$ cat src/design/pin_select_consts.svh
// Purpose: offsets, field positions, reset values and codes of the pin select block
// Assumes: byte addresses on a 32-bit apb bus, one aligned word per register
// Notes: definitions only
`ifndef PIN_SELECT_CONSTS_SVH
`define PIN_SELECT_CONSTS_SVH

// ****************************************
// register offsets
// ****************************************
`define OFS_CAPTURE_INPUT_SELECT 12'h000
`define OFS_COMPARE_FAULT_INPUT_SELECT 12'h004
`define OFS_FRAME_SYNC_INPUT_SELECT 12'h008
`define OFS_OUTPUT_SELECT_PINS_70_71 12'h00c
`define OFS_OUTPUT_SELECT_PINS_79_80 12'h010
`define OFS_ROUTING_STATUS 12'h014

// ****************************************
// field positions (low bit of each field)
// ****************************************
`define POS_LOW_INPUT_FIELD 0
`define POS_HIGH_INPUT_FIELD 8
`define POS_LOW_OUTPUT_FIELD 0
`define POS_HIGH_OUTPUT_FIELD 8
`define POS_STATUS_INPUTS 0
`define POS_STATUS_LEVELS 8
`define POS_STATUS_ENABLES 12

// ****************************************
// reset values and fixed codes
// ****************************************
`define RST_INPUT_CODE 7'h00
`define RST_FUNCTION_CODE 6'h00
`define CODE_GROUND 7'h00
`define CODE_FIRST_COMPARATOR 7'h01
`define CODE_NO_FUNCTION 6'h00

`endif

$ cat src/design/pin_select_pkg.sv
// Purpose: shared types of the pin select block
// Assumes: seven-bit input codes, six-bit output function codes
// Notes: numbers live in pin_select_consts.svh
package pin_select_pkg;

  typedef logic [6:0] input_code_t;
  typedef logic [5:0] function_code_t;
  typedef logic [11:0] reg_addr_t;
  typedef logic [31:0] bus_word_t;

endpackage : pin_select_pkg

$ cat src/design/peripheral_pin_select.sv
// Purpose: remappable pin selection, input routing and output function assignment
// Assumes: apb slave with zero wait states; pins arrive from outside the clock domain
// Notes: selected peripheral inputs and output pins come from flip-flops
`timescale 1ns/10ps
`include "pin_select_consts.svh"
module peripheral_pin_select #(
  parameter int PIN_COUNT = 128,
  parameter int FUNCTION_COUNT = 64
) (
  input wire logic pclk,
  input wire logic presetn,
  input wire logic psel,
  input wire logic penable,
  input wire logic pwrite,
  input wire pin_select_pkg::reg_addr_t paddr,
  input wire pin_select_pkg::bus_word_t pwdata,
  input wire logic [3:0] pstrb,
  output pin_select_pkg::bus_word_t prdata,
  output logic pready,
  output logic pslverr,
  input wire logic [PIN_COUNT-1:0] remap_pins_in,
  input wire logic first_comparator_output,
  input wire logic [FUNCTION_COUNT-1:0] function_outputs,
  output logic capture1_in,
  output logic capture2_in,
  output logic fault_a_in,
  output logic fault_b_in,
  output logic codec_frame_sync_in,
  output logic pin70_out,
  output logic pin70_oe,
  output logic pin71_out,
  output logic pin71_oe,
  output logic pin79_out,
  output logic pin79_oe,
  output logic pin80_out,
  output logic pin80_oe
);
  import pin_select_pkg::*;

  // ****************************************
  // selector registers
  // ****************************************
  input_code_t capture1_source;
  input_code_t capture2_source;
  input_code_t fault_a_source;
  input_code_t fault_b_source;
  input_code_t frame_sync_source;
  function_code_t pin70_function_code;
  function_code_t pin71_function_code;
  function_code_t pin79_function_code;
  function_code_t pin80_function_code;

  logic write_access;
  logic read_access;
  logic addr_mapped;
  logic lane0_write;
  logic lane1_write;
  bus_word_t next_prdata;

  // ****************************************
  // apb decode
  // ****************************************
  // zero wait states: every access completes at its first access-phase edge
  assign pready = 1'b1;
  assign write_access = psel && penable && pwrite;
  assign read_access = psel && penable && !pwrite;
  assign lane0_write = write_access && pstrb[0];
  assign lane1_write = write_access && pstrb[1];

  always_comb begin
    if (paddr == `OFS_CAPTURE_INPUT_SELECT) begin
      addr_mapped = 1'b1;
    end else if (paddr == `OFS_COMPARE_FAULT_INPUT_SELECT) begin
      addr_mapped = 1'b1;
    end else if (paddr == `OFS_FRAME_SYNC_INPUT_SELECT) begin
      addr_mapped = 1'b1;
    end else if (paddr == `OFS_OUTPUT_SELECT_PINS_70_71) begin
      addr_mapped = 1'b1;
    end else if (paddr == `OFS_OUTPUT_SELECT_PINS_79_80) begin
      addr_mapped = 1'b1;
    end else if (paddr == `OFS_ROUTING_STATUS) begin
      addr_mapped = 1'b1;
    end else begin
      addr_mapped = 1'b0;
    end
  end

  // unmapped addresses answer with an error and change nothing
  assign pslverr = psel && penable && !addr_mapped;

  // ****************************************
  // selector writes
  // ****************************************
  // only the field bits are stored, so unused positions cannot be set
  always_ff @(posedge pclk or negedge presetn) begin
    if (!presetn) begin
      capture1_source <= `RST_INPUT_CODE;
      capture2_source <= `RST_INPUT_CODE;
    end else if (paddr == `OFS_CAPTURE_INPUT_SELECT) begin
      if (lane0_write) begin
        capture1_source <= pwdata[`POS_LOW_INPUT_FIELD +: 7];
      end
      if (lane1_write) begin
        capture2_source <= pwdata[`POS_HIGH_INPUT_FIELD +: 7];
      end
    end
  end

  always_ff @(posedge pclk or negedge presetn) begin
    if (!presetn) begin
      fault_a_source <= `RST_INPUT_CODE;
      fault_b_source <= `RST_INPUT_CODE;
    end else if (paddr == `OFS_COMPARE_FAULT_INPUT_SELECT) begin
      if (lane0_write) begin
        fault_a_source <= pwdata[`POS_LOW_INPUT_FIELD +: 7];
      end
      if (lane1_write) begin
        fault_b_source <= pwdata[`POS_HIGH_INPUT_FIELD +: 7];
      end
    end
  end

  always_ff @(posedge pclk or negedge presetn) begin
    if (!presetn) begin
      frame_sync_source <= `RST_INPUT_CODE;
    end else if (paddr == `OFS_FRAME_SYNC_INPUT_SELECT && lane0_write) begin
      frame_sync_source <= pwdata[`POS_LOW_INPUT_FIELD +: 7];
    end
  end

  always_ff @(posedge pclk or negedge presetn) begin
    if (!presetn) begin
      pin70_function_code <= `RST_FUNCTION_CODE;
      pin71_function_code <= `RST_FUNCTION_CODE;
    end else if (paddr == `OFS_OUTPUT_SELECT_PINS_70_71) begin
      if (lane0_write) begin
        pin70_function_code <= pwdata[`POS_LOW_OUTPUT_FIELD +: 6];
      end
      if (lane1_write) begin
        pin71_function_code <= pwdata[`POS_HIGH_OUTPUT_FIELD +: 6];
      end
    end
  end

  always_ff @(posedge pclk or negedge presetn) begin
    if (!presetn) begin
      pin79_function_code <= `RST_FUNCTION_CODE;
      pin80_function_code <= `RST_FUNCTION_CODE;
    end else if (paddr == `OFS_OUTPUT_SELECT_PINS_79_80) begin
      if (lane0_write) begin
        pin79_function_code <= pwdata[`POS_LOW_OUTPUT_FIELD +: 6];
      end
      if (lane1_write) begin
        pin80_function_code <= pwdata[`POS_HIGH_OUTPUT_FIELD +: 6];
      end
    end
  end

  // ****************************************
  // pin input synchronisers
  // ****************************************
  // three stages; a level is accepted only once stages two and three agree,
  // which costs one cycle of latency but rejects single-cycle glitches
  logic [PIN_COUNT-1:0] pin_stage1;
  logic [PIN_COUNT-1:0] pin_stage2;
  logic [PIN_COUNT-1:0] pin_stage3;
  logic [PIN_COUNT-1:0] pin_level;
  logic cmp_stage1;
  logic cmp_stage2;
  logic cmp_stage3;
  logic cmp_level;

  always_ff @(posedge pclk or negedge presetn) begin
    if (!presetn) begin
      pin_stage1 <= '0;
      pin_stage2 <= '0;
      pin_stage3 <= '0;
    end else begin
      pin_stage1 <= remap_pins_in;
      pin_stage2 <= pin_stage1;
      pin_stage3 <= pin_stage2;
    end
  end

  always_ff @(posedge pclk or negedge presetn) begin
    if (!presetn) begin
      pin_level <= '0;
    end else begin
      pin_level <= (pin_stage2 & pin_stage3) | (pin_level & (pin_stage2 ^ pin_stage3));
    end
  end

  // the comparator output is asynchronous to pclk as well
  always_ff @(posedge pclk or negedge presetn) begin
    if (!presetn) begin
      cmp_stage1 <= 1'b0;
      cmp_stage2 <= 1'b0;
      cmp_stage3 <= 1'b0;
      cmp_level <= 1'b0;
    end else begin
      cmp_stage1 <= first_comparator_output;
      cmp_stage2 <= cmp_stage1;
      cmp_stage3 <= cmp_stage2;
      if (cmp_stage2 == cmp_stage3) begin
        cmp_level <= cmp_stage3;
      end
    end
  end

  // ****************************************
  // input routing
  // ****************************************
  // code 0 is ground, code 1 the comparator, any other code the pin of that number,
  // so pins 0 and 1 can never be selected
  logic [PIN_COUNT-1:0] input_sources;
  assign input_sources = {pin_level[PIN_COUNT-1:2], cmp_level, 1'b0};

  select_mux #(.SEL_W(7), .N(PIN_COUNT)) capture1_mux (.pclk(pclk), .presetn(presetn),
    .sources(input_sources), .code(capture1_source), .selected(capture1_in));

  select_mux #(.SEL_W(7), .N(PIN_COUNT)) capture2_mux (.pclk(pclk), .presetn(presetn),
    .sources(input_sources), .code(capture2_source), .selected(capture2_in));

  select_mux #(.SEL_W(7), .N(PIN_COUNT)) fault_a_mux (.pclk(pclk), .presetn(presetn),
    .sources(input_sources), .code(fault_a_source), .selected(fault_a_in));

  select_mux #(.SEL_W(7), .N(PIN_COUNT)) fault_b_mux (.pclk(pclk), .presetn(presetn),
    .sources(input_sources), .code(fault_b_source), .selected(fault_b_in));

  select_mux #(.SEL_W(7), .N(PIN_COUNT)) frame_sync_mux (.pclk(pclk), .presetn(presetn),
    .sources(input_sources), .code(frame_sync_source), .selected(codec_frame_sync_in));

  // ****************************************
  // output function assignment
  // ****************************************
  // function code 0 means no peripheral owns the pin: it reads low and is released
  logic [FUNCTION_COUNT-1:0] function_sources;
  assign function_sources = {function_outputs[FUNCTION_COUNT-1:1], 1'b0};

  select_mux #(.SEL_W(6), .N(FUNCTION_COUNT)) pin70_mux (.pclk(pclk), .presetn(presetn),
    .sources(function_sources), .code(pin70_function_code), .selected(pin70_out));

  select_mux #(.SEL_W(6), .N(FUNCTION_COUNT)) pin71_mux (.pclk(pclk), .presetn(presetn),
    .sources(function_sources), .code(pin71_function_code), .selected(pin71_out));

  select_mux #(.SEL_W(6), .N(FUNCTION_COUNT)) pin79_mux (.pclk(pclk), .presetn(presetn),
    .sources(function_sources), .code(pin79_function_code), .selected(pin79_out));

  select_mux #(.SEL_W(6), .N(FUNCTION_COUNT)) pin80_mux (.pclk(pclk), .presetn(presetn),
    .sources(function_sources), .code(pin80_function_code), .selected(pin80_out));

  // enables are registered beside the data so both change on the same edge
  always_ff @(posedge pclk or negedge presetn) begin
    if (!presetn) begin
      pin70_oe <= 1'b0;
      pin71_oe <= 1'b0;
      pin79_oe <= 1'b0;
      pin80_oe <= 1'b0;
    end else begin
      pin70_oe <= pin70_function_code != `CODE_NO_FUNCTION;
      pin71_oe <= pin71_function_code != `CODE_NO_FUNCTION;
      pin79_oe <= pin79_function_code != `CODE_NO_FUNCTION;
      pin80_oe <= pin80_function_code != `CODE_NO_FUNCTION;
    end
  end

  // ****************************************
  // read data
  // ****************************************
  always_comb begin
    next_prdata = '0;
    if (paddr == `OFS_CAPTURE_INPUT_SELECT) begin
      next_prdata[`POS_LOW_INPUT_FIELD +: 7] = capture1_source;
      next_prdata[`POS_HIGH_INPUT_FIELD +: 7] = capture2_source;
    end else if (paddr == `OFS_COMPARE_FAULT_INPUT_SELECT) begin
      next_prdata[`POS_LOW_INPUT_FIELD +: 7] = fault_a_source;
      next_prdata[`POS_HIGH_INPUT_FIELD +: 7] = fault_b_source;
    end else if (paddr == `OFS_FRAME_SYNC_INPUT_SELECT) begin
      next_prdata[`POS_LOW_INPUT_FIELD +: 7] = frame_sync_source;
    end else if (paddr == `OFS_OUTPUT_SELECT_PINS_70_71) begin
      next_prdata[`POS_LOW_OUTPUT_FIELD +: 6] = pin70_function_code;
      next_prdata[`POS_HIGH_OUTPUT_FIELD +: 6] = pin71_function_code;
    end else if (paddr == `OFS_OUTPUT_SELECT_PINS_79_80) begin
      next_prdata[`POS_LOW_OUTPUT_FIELD +: 6] = pin79_function_code;
      next_prdata[`POS_HIGH_OUTPUT_FIELD +: 6] = pin80_function_code;
    end else if (paddr == `OFS_ROUTING_STATUS) begin
      next_prdata[`POS_STATUS_INPUTS +: 5] =
        {codec_frame_sync_in, fault_b_in, fault_a_in, capture2_in, capture1_in};
      next_prdata[`POS_STATUS_LEVELS +: 4] = {pin80_out, pin79_out, pin71_out, pin70_out};
      next_prdata[`POS_STATUS_ENABLES +: 4] = {pin80_oe, pin79_oe, pin71_oe, pin70_oe};
    end
  end

  // read data is captured in the setup phase so it is a flop during the access phase
  always_ff @(posedge pclk or negedge presetn) begin
    if (!presetn) begin
      prdata <= '0;
    end else if (psel && !penable && !pwrite) begin
      prdata <= next_prdata;
    end else if (read_access) begin
      prdata <= '0;
    end
  end

endmodule : peripheral_pin_select

$ cat src/design/select_mux.sv
// Purpose: registered selector, picks one of n sources by a binary code
// Assumes: sources and code are on the same clock as the register
// Notes: codes beyond the source count read as low
`timescale 1ns/10ps
module select_mux #(
  parameter int SEL_W = 7,
  parameter int N = 128
) (
  input wire logic pclk,
  input wire logic presetn,
  input wire logic [N-1:0] sources,
  input wire logic [SEL_W-1:0] code,
  output logic selected
);

  always_ff @(posedge pclk or negedge presetn) begin
    if (!presetn) begin
      selected <= 1'b0;
    end else if (int'(code) < N) begin
      selected <= sources[code];
    end else begin
      selected <= 1'b0;
    end
  end

endmodule : select_mux

$ cat config.mk
export PLATFORM = sky130hd
export DESIGN_NAME = peripheral_pin_select
export DESIGN_NICKNAME = d
export VERILOG_FILES = /design/src/design/pin_select_pkg.sv /design/src/design/peripheral_pin_select.sv /design/src/design/select_mux.sv
export VERILOG_INCLUDE_DIRS = /design/src /design/src/design
export SDC_FILE = /design/constraint.sdc
export NUM_CORES = 1
export LEC_CHECK = 0
export ABC_AREA = 0
export BUFFER_PORTS_ARGS = -buffer_cell sky130_fd_sc_hd__buf_2
export CAP_MARGIN = 5
export CORE_MARGIN = 2
export CORE_UTILIZATION = 55
export DETAILED_ROUTE_END_ITERATION = 6
export PLACE_DENSITY = 0.74
export SLEW_MARGIN = 15
export SYNTH_ARGS = -nofsm -noshare
export SYNTH_HDL_FRONTEND = slang
export SYNTH_SLANG_ARGS = --single-unit
$ cat constraint.sdc
create_clock -name pclk -period 5.7 [get_ports pclk]
set_input_delay 1.71 -clock pclk [delete_from_list [all_inputs] [get_ports pclk]]
set_output_delay 1.71 -clock pclk [all_outputs]
set_load 0.05 [all_outputs]
=== Word level (Yosys, flattened, before mapping) ===
Cells that the tools add are included.

* Equal/unequal tests: 6
* Reductions and logical operators: 26
* Bitwise operators: 4
* Mux-type cells: 44
* Magnitude comparators: 9

{| class="wikitable"
|+ Operators with widths
! kind !! number
|-
| $and A128 B128 Y128 || 2
|-
| $or A128 B128 Y128 || 1
|-
| $xor A128 B128 Y128 || 1
|-
| $mux W32 || 2
|-
| $lt A7 B8 Y1 const B || 5
|-
| $bmux W1 S7 || 5
|-
| $lt A6 B7 Y1 const B || 4
|-
| $mux W7 || 4
|-
| $bmux W1 S6 || 4
|-
| $eq A12 B4 Y1 const B || 2
|-
| $eq A12 B5 Y1 const B || 2
|-
| $mux W6 || 4
|-
| $reduce_bool A6 Y1 || 4
|-
| $mux W1 || 19
|-
| $mux W8 || 2
|-
| $reduce_and A2 Y1 || 8
|-
| $eq A12 B3 Y1 const B || 1
|-
| $logic_not A12 Y1 || 1
|-
| $mux W5 || 2
|-
| $logic_and A1 B1 Y1 || 9
|-
| $mux W2 || 2
|-
| $logic_not A1 Y1 || 3
|-
| $reduce_bool A2 Y1 || 1
|-
| $eq A1 B1 Y1 || 1
|}

* Bits of input ports: 246
* Register bits after elaboration: 620

=== Logic depth before layout (Yosys ltp) ===
* Depth in word-level cells: 9
* Depth in mapped cells: 10

=== Cells and area by module ===
A second synthesis with hierarchy kept.

* Cells, all modules: 1753
* Area, all modules: 27327.5 sq um

{| class="wikitable"
|+ Modules (own cells, without submodules)
! module !! seq. area each (sq um) !! instances !! area an instance (sq um) !! cells each
|-
| peripheral_pin_select || 14664.1 || 1 || 19283.5 || 1127
|-
| select_mux (capture1_mux ...) || 25.0 || 5 || 1162.4 || 90
|-
| select_mux (pin70_mux ...) || 25.0 || 4 || 558.0 || 44
|}

=== Worst setup path before layout ===
No wires, ideal clock.

* Path type: input-to-output
* Start point: input port paddr[9]
* End point: output port pslverr
* Path buffers: 0
* Cell stages on the path: 3
* Arrival time: 2.960 ns
* Slack: 1.030 ns
* Required time: 3.990 ns
* Path through: or4_1 nor3_2 a21oi_1

* Word-level cells in the longest chain between the ends: 9
* Elaborated cells between the ends (all ways): 14
* Classes of those cells: eq/ne: 5; mux: 6; reduce/logical: 3

{| class="wikitable"
|+ Ends and longest elaborated chain
! element !! RTL line !! RTL
|-
| from (decl) || peripheral_pin_select.sv:15 || <nowiki>input wire pin_select_pkg::reg_addr_t paddr,</nowiki>
|-
| $eq A12 B5 Y1 (no line) || n/a ||
|-
| $mux W1 || peripheral_pin_select.sv:81 || <nowiki>end else if (paddr == `OFS_ROUTING_STATUS) begin</nowiki>
|-
| $mux W1 || peripheral_pin_select.sv:79 || <nowiki>end else if (paddr == `OFS_OUTPUT_SELECT_PINS_79_80) begin</nowiki>
|-
| $mux W1 || peripheral_pin_select.sv:77 || <nowiki>end else if (paddr == `OFS_OUTPUT_SELECT_PINS_70_71) begin</nowiki>
|-
| $mux W1 || peripheral_pin_select.sv:75 || <nowiki>end else if (paddr == `OFS_FRAME_SYNC_INPUT_SELECT) begin</nowiki>
|-
| $mux W1 || peripheral_pin_select.sv:73 || <nowiki>end else if (paddr == `OFS_COMPARE_FAULT_INPUT_SELECT) begin</nowiki>
|-
| $mux W1 * || peripheral_pin_select.sv:71 || <nowiki>if (paddr == `OFS_CAPTURE_INPUT_SELECT) begin</nowiki>
|-
| $logic_not A1 Y1 * || peripheral_pin_select.sv:89 || <nowiki>assign pslverr = psel && penable && !addr_mapped;</nowiki>
|-
| $logic_and A1 B1 Y1 * || peripheral_pin_select.sv:89 ||
|-
| to (decl) || peripheral_pin_select.sv:20 || <nowiki>output logic pslverr,</nowiki>
|}

Every way passes the cells marked *; elsewhere a longest branch is shown, timed or not.

=== Worst setup path in the final report ===
Same ends and word-level chain as after synthesis.

==> run_results.csv <==
group,metric,value,unit
timing,hold_violations,0,
routing,vias,17800,
die,core_region_area,49000,sq um
synth,synth_area_leader_cell,"dfrtp_1",
status,status,"finished clean",
final_layout,area_growth,14.0,%
global_route,grt_usage,0.297,
clock_tree,postCtsSetupBuffers,0,
synth,yosysTopAreaCellShare,0.545,
clock_tree,numCtsBuffers,58,
die,fp.dieW,227,um
global_route,grt_overflow,0,
worst_hold_path,hold_end,"pin_stage2[112]",
synth,synthCells,1896,
setup_path,cp_top_family,"simple AND/OR/NAND/NOR gates",
routing,wl,74.2,mm
setup_path,critPathMaxStageDelay,0.56,ns
die,die_h,227,um
final_layout,num-fill-cells,3624,
routing,firstDrtPassIters,5,
synth,yosysUniqueCellTypes,69,
worst_hold_path,hold_class,"reg2reg",
timing,max_slew_margin,0.165,
routing,drc,0,
clock_tree,holdBufCountCts,0,
setup_path,cp_common_cell,"buf_2",
synth,yosys_most_used_dff,"dfrtp_1",
setup_path,critPathSlowestCell,"or4_1",
setup_path,reg2reg_from,"capture2_source[1]",
timing,period_needed,4.73,ns
clock_tree,cts_tree,"yes",
setup_path,required,3.99,ns
run,cap_violations,0,
power,p_leak,13.9,nW
worst_hold_path,holdPathStages,0,
die,die_area,51400,sq um
setup_path,worstPathArrival,3.02,ns
worst_hold_path,hold_start,"pin_stage1[112]",
routing,via_per_inst,6.23,
final_layout,drive_above_1_share,0.282,
power,ir_drop,0.000287,V
clock_tree,clk_latency,0.62,ns
setup_path,crit_type,"in2out",
synth,syn_area,27300,sq um
timing,maxSlewViolCount,0,
routing,wl_per_cell,26.0,um
timing,hold_ws,0.336,ns
setup_path,r2r_slack,2.34,ns
synth,async_flop_share,1.00,
timing,finalSetupViolations,0,
synth,yosys.area_share.xor_xnor,0,
setup_path,cp_max_fo,7,
die,core.rowCount,81,
clock_tree,clkSlewWorstSetupHoldPaths,0.06,ns
routing,ant_nets,0,
synth,synthAdderAreaFrac,0.0581,
synth,synth_simple_gate_area_frac,0.0581,
synth,synth-seq-cells,595,
clock_tree,clock-root-buffer,"clkbuf_16",
setup_path,start_kind,"input pin",
global_route,grt_antenna_before_repair,4,
synth,avgSynthCellArea,14.4,sq um
setup_path,path_buf_inv,3,
setup_path,crit_chain,"buf_2 > or4_1 > nor3_2 > buf_4 > a21oi_1 > buf_2",
timing,worst_slew_pin_slew,1.25,ns
setup_path,regToRegEndpoint,"capture2_mux.selected",
die,pin_count,293,
timing,skew,0.0242,ns
synth,seq_area_frac_synth,0.545,
timing,finalCritPeriodShare,0.830,
final_layout,final_nets,2515,
setup_path,r2r_cells,6,
synth,synth_area_leaders,"dfrtp_1, mux4_2, mux2i_1, ha_1, a21o_1",
clock_tree,clock_tree.buffer_depth,3,
die,initial_core_util,0.558,
synth,synth_compound_area_frac,0.0914,
clock_tree,cts_resized,0,
clock_tree,cts_max_level,2,
power,p_per_area,309,nW/um^2
placed_design,io_buffers,251,
setup_path,endpoint_kind,"output port",
global_route,grt_pass1_wl,113,mm
timing,fin_tns_setup,0,ns
synth,synth_top_family_by_area,"multiplexers",
timing,max_freq,211,MHz
clock_tree,clock_sinks,595,
global_route,grt_pass1_vias,18400,
placed_design,place.gp.congestion,0.991,
synth,yosys_warnings,0,
placed_design,hpwl,52.3,mm
timing,rsz0062_at_grt,"no",
global_route,grt_max_degree,122,
routing,drtIter0Drc,1562,
synth,synth_edf_count,0,
synth,synthMuxAreaShare,0.217,
## worst register-to-register path, cell delays in order (launching register included)
cell and delay, ns:
dfrtp_1 0.77, nor2b_1 1.15, a22oi_1 0.29, o211ai_1 0.18, nand2_1 0.12, a2111oi_0 0.53, nor4_1 0.18
## sequential cells by signal, indices dropped and copies added (netlist names), 6 cells and up
| signal | cells |
|---|---|
| capture2_source | 7 |
| fault_b_source | 7 |
| capture1_source | 7 |
| fault_a_source | 7 |
| pin79_function_code | 6 |
| pin_stage2 | 126 |
| prdata | 15 |
| frame_sync_source | 7 |
| pin70_function_code | 6 |
| pin_stage3 | 126 |
| pin_stage1 | 126 |
| pin80_function_code | 6 |
| pin71_function_code | 6 |
| pin_level | 126 |
## cells by family after synthesis
family	after synthesis
flip-flops	595
multiplexers	383
AO/OA/AOI/OAI	362
AND/OR/NAND/NOR	297
buffers and inverters	130
adder cells (fa/ha/maj)	127
other	2
## metal layers
metal / vias to the layer above / wire length [um] / part of all wire / track usage
met5: - / 0 / 0 / 0
met4: 0 / 2570 / 0.035 / 0.108
met3: 157 / 5350 / 0.072 / 0.0474
met2: 811 / 34900 / 0.47 / 0.473
met1: 9201 / 31400 / 0.42 / 0.419
li1: 7661 / - / - / -
## power by group
part           switching, W  internal [W]  leakage, nW  total [W]
clock               0.00160       0.00249         1.02    0.00409
combinational      0.000406      0.000376         5.77   0.000782
sequential         0.000273       0.00447         7.13    0.00474
## cell usage in the layout (no fill, tap or decap), types with 6 or more instances in the layout
master	count
a2111oi_0	8
a211oi_1	12
a21o_1	130
a21oi_1	48
a221oi_1	8
a22oi_1	31
a31oi_1	14
and2_1	10
buf_2	250
buf_4	34
bufinv_16	9
clkbuf_1	8
clkbuf_16	60
clkbuf_8	12
clkinv_2	11
clkinvlp_4	6
conb_1	18
dfrtp_1	590
ha_1	126
inv_1	13
mux2_1	14
mux2_2	43
mux2i_1	165
mux4_2	161
nand2_1	104
nand2b_1	10
nand3_1	26
nand3b_1	9
nand4_1	9
nor2_1	45
nor2b_1	25
nor3_1	14
nor4_1	12
o21ai_0	49
o21ai_1	7
o22ai_1	20
## Yosys cell counts (all sizes together), types with 2 or more instances
| cell type | count |
|---|---|
| dfrtp | 595 |
| mux2i | 165 |
| mux4 | 161 |
| a21o | 130 |
| ha | 126 |
| nand2 | 104 |
| buf | 76 |
| mux2 | 57 |
| o21ai | 56 |
| nor2 | 49 |
| a21oi | 48 |
| clkbuf | 41 |
| a22oi | 31 |
| nand3 | 26 |
| nor2b | 25 |
| nor3 | 23 |
| o22ai | 20 |
| a31oi | 14 |
| nor4 | 14 |
| a211oi | 13 |
| inv | 13 |
| and2 | 10 |
| nand2b | 10 |
| nand4 | 10 |
| nand3b | 9 |
| a2111oi | 8 |
| a221oi | 8 |
| a22o | 5 |
| o211ai | 5 |
| o2111ai | 4 |
| or4 | 4 |
| a32o | 3 |
| a41o | 3 |
| nand4b | 3 |
| o311ai | 3 |
| a2111o | 2 |
| a211o | 2 |
| a311oi | 2 |
| and3 | 2 |
| conb | 2 |
| nor4b | 2 |
## how the worst max path moves through the flow
stage               startpoint  endpoint  slack [ns]  cells past startpoint
floorplan             paddr[9]   pslverr        1.03                      3
global placement      paddr[9]   pslverr        0.99                      6
detailed placement    paddr[9]   pslverr        0.99                      6
CTS                   paddr[9]   pslverr        0.98                      6
global route          paddr[9]   pslverr        0.88                      6
finish                paddr[9]   pslverr        0.97                      6
## area by class of cell
type                            instances  area [sq um]  share of cell area
Clock inverter                         28           409              0.0131
Sequential cell                       595         14900               0.479
Inverter                               13          48.8             0.00157
Multi-Input combinational cell       1187         11700               0.374
Timing Repair Buffer                  288          1580              0.0508
Tap cell                              664           831              0.0267
Clock buffer                           80          1700              0.0545
Antenna cell                            5          12.5            0.000402
## through the flow
| step | utilization | worst slack (ns) | total power (W) | instance area, sq um | cells |
|---|---|---|---|---|---|
| floorplan | - | 1.03 | 0.00517 | 27400 | 1912 |
| global placement | 0.593 | 0.987 | 0.00553 | 29000 | 2747 |
| detailed placement | 0.593 | 0.986 | 0.00558 | 29000 | 2747 |
| CTS | 0.636 | 0.982 | 0.00971 | 31100 | 2855 |
| global route | 0.636 | 0.881 | 0.0100 | 31100 | 2857 |
| finish | 0.636 | 0.971 | 0.00962 | 31100 | 2860 |
No activity file was read; power rests on OpenSTA's default activity.
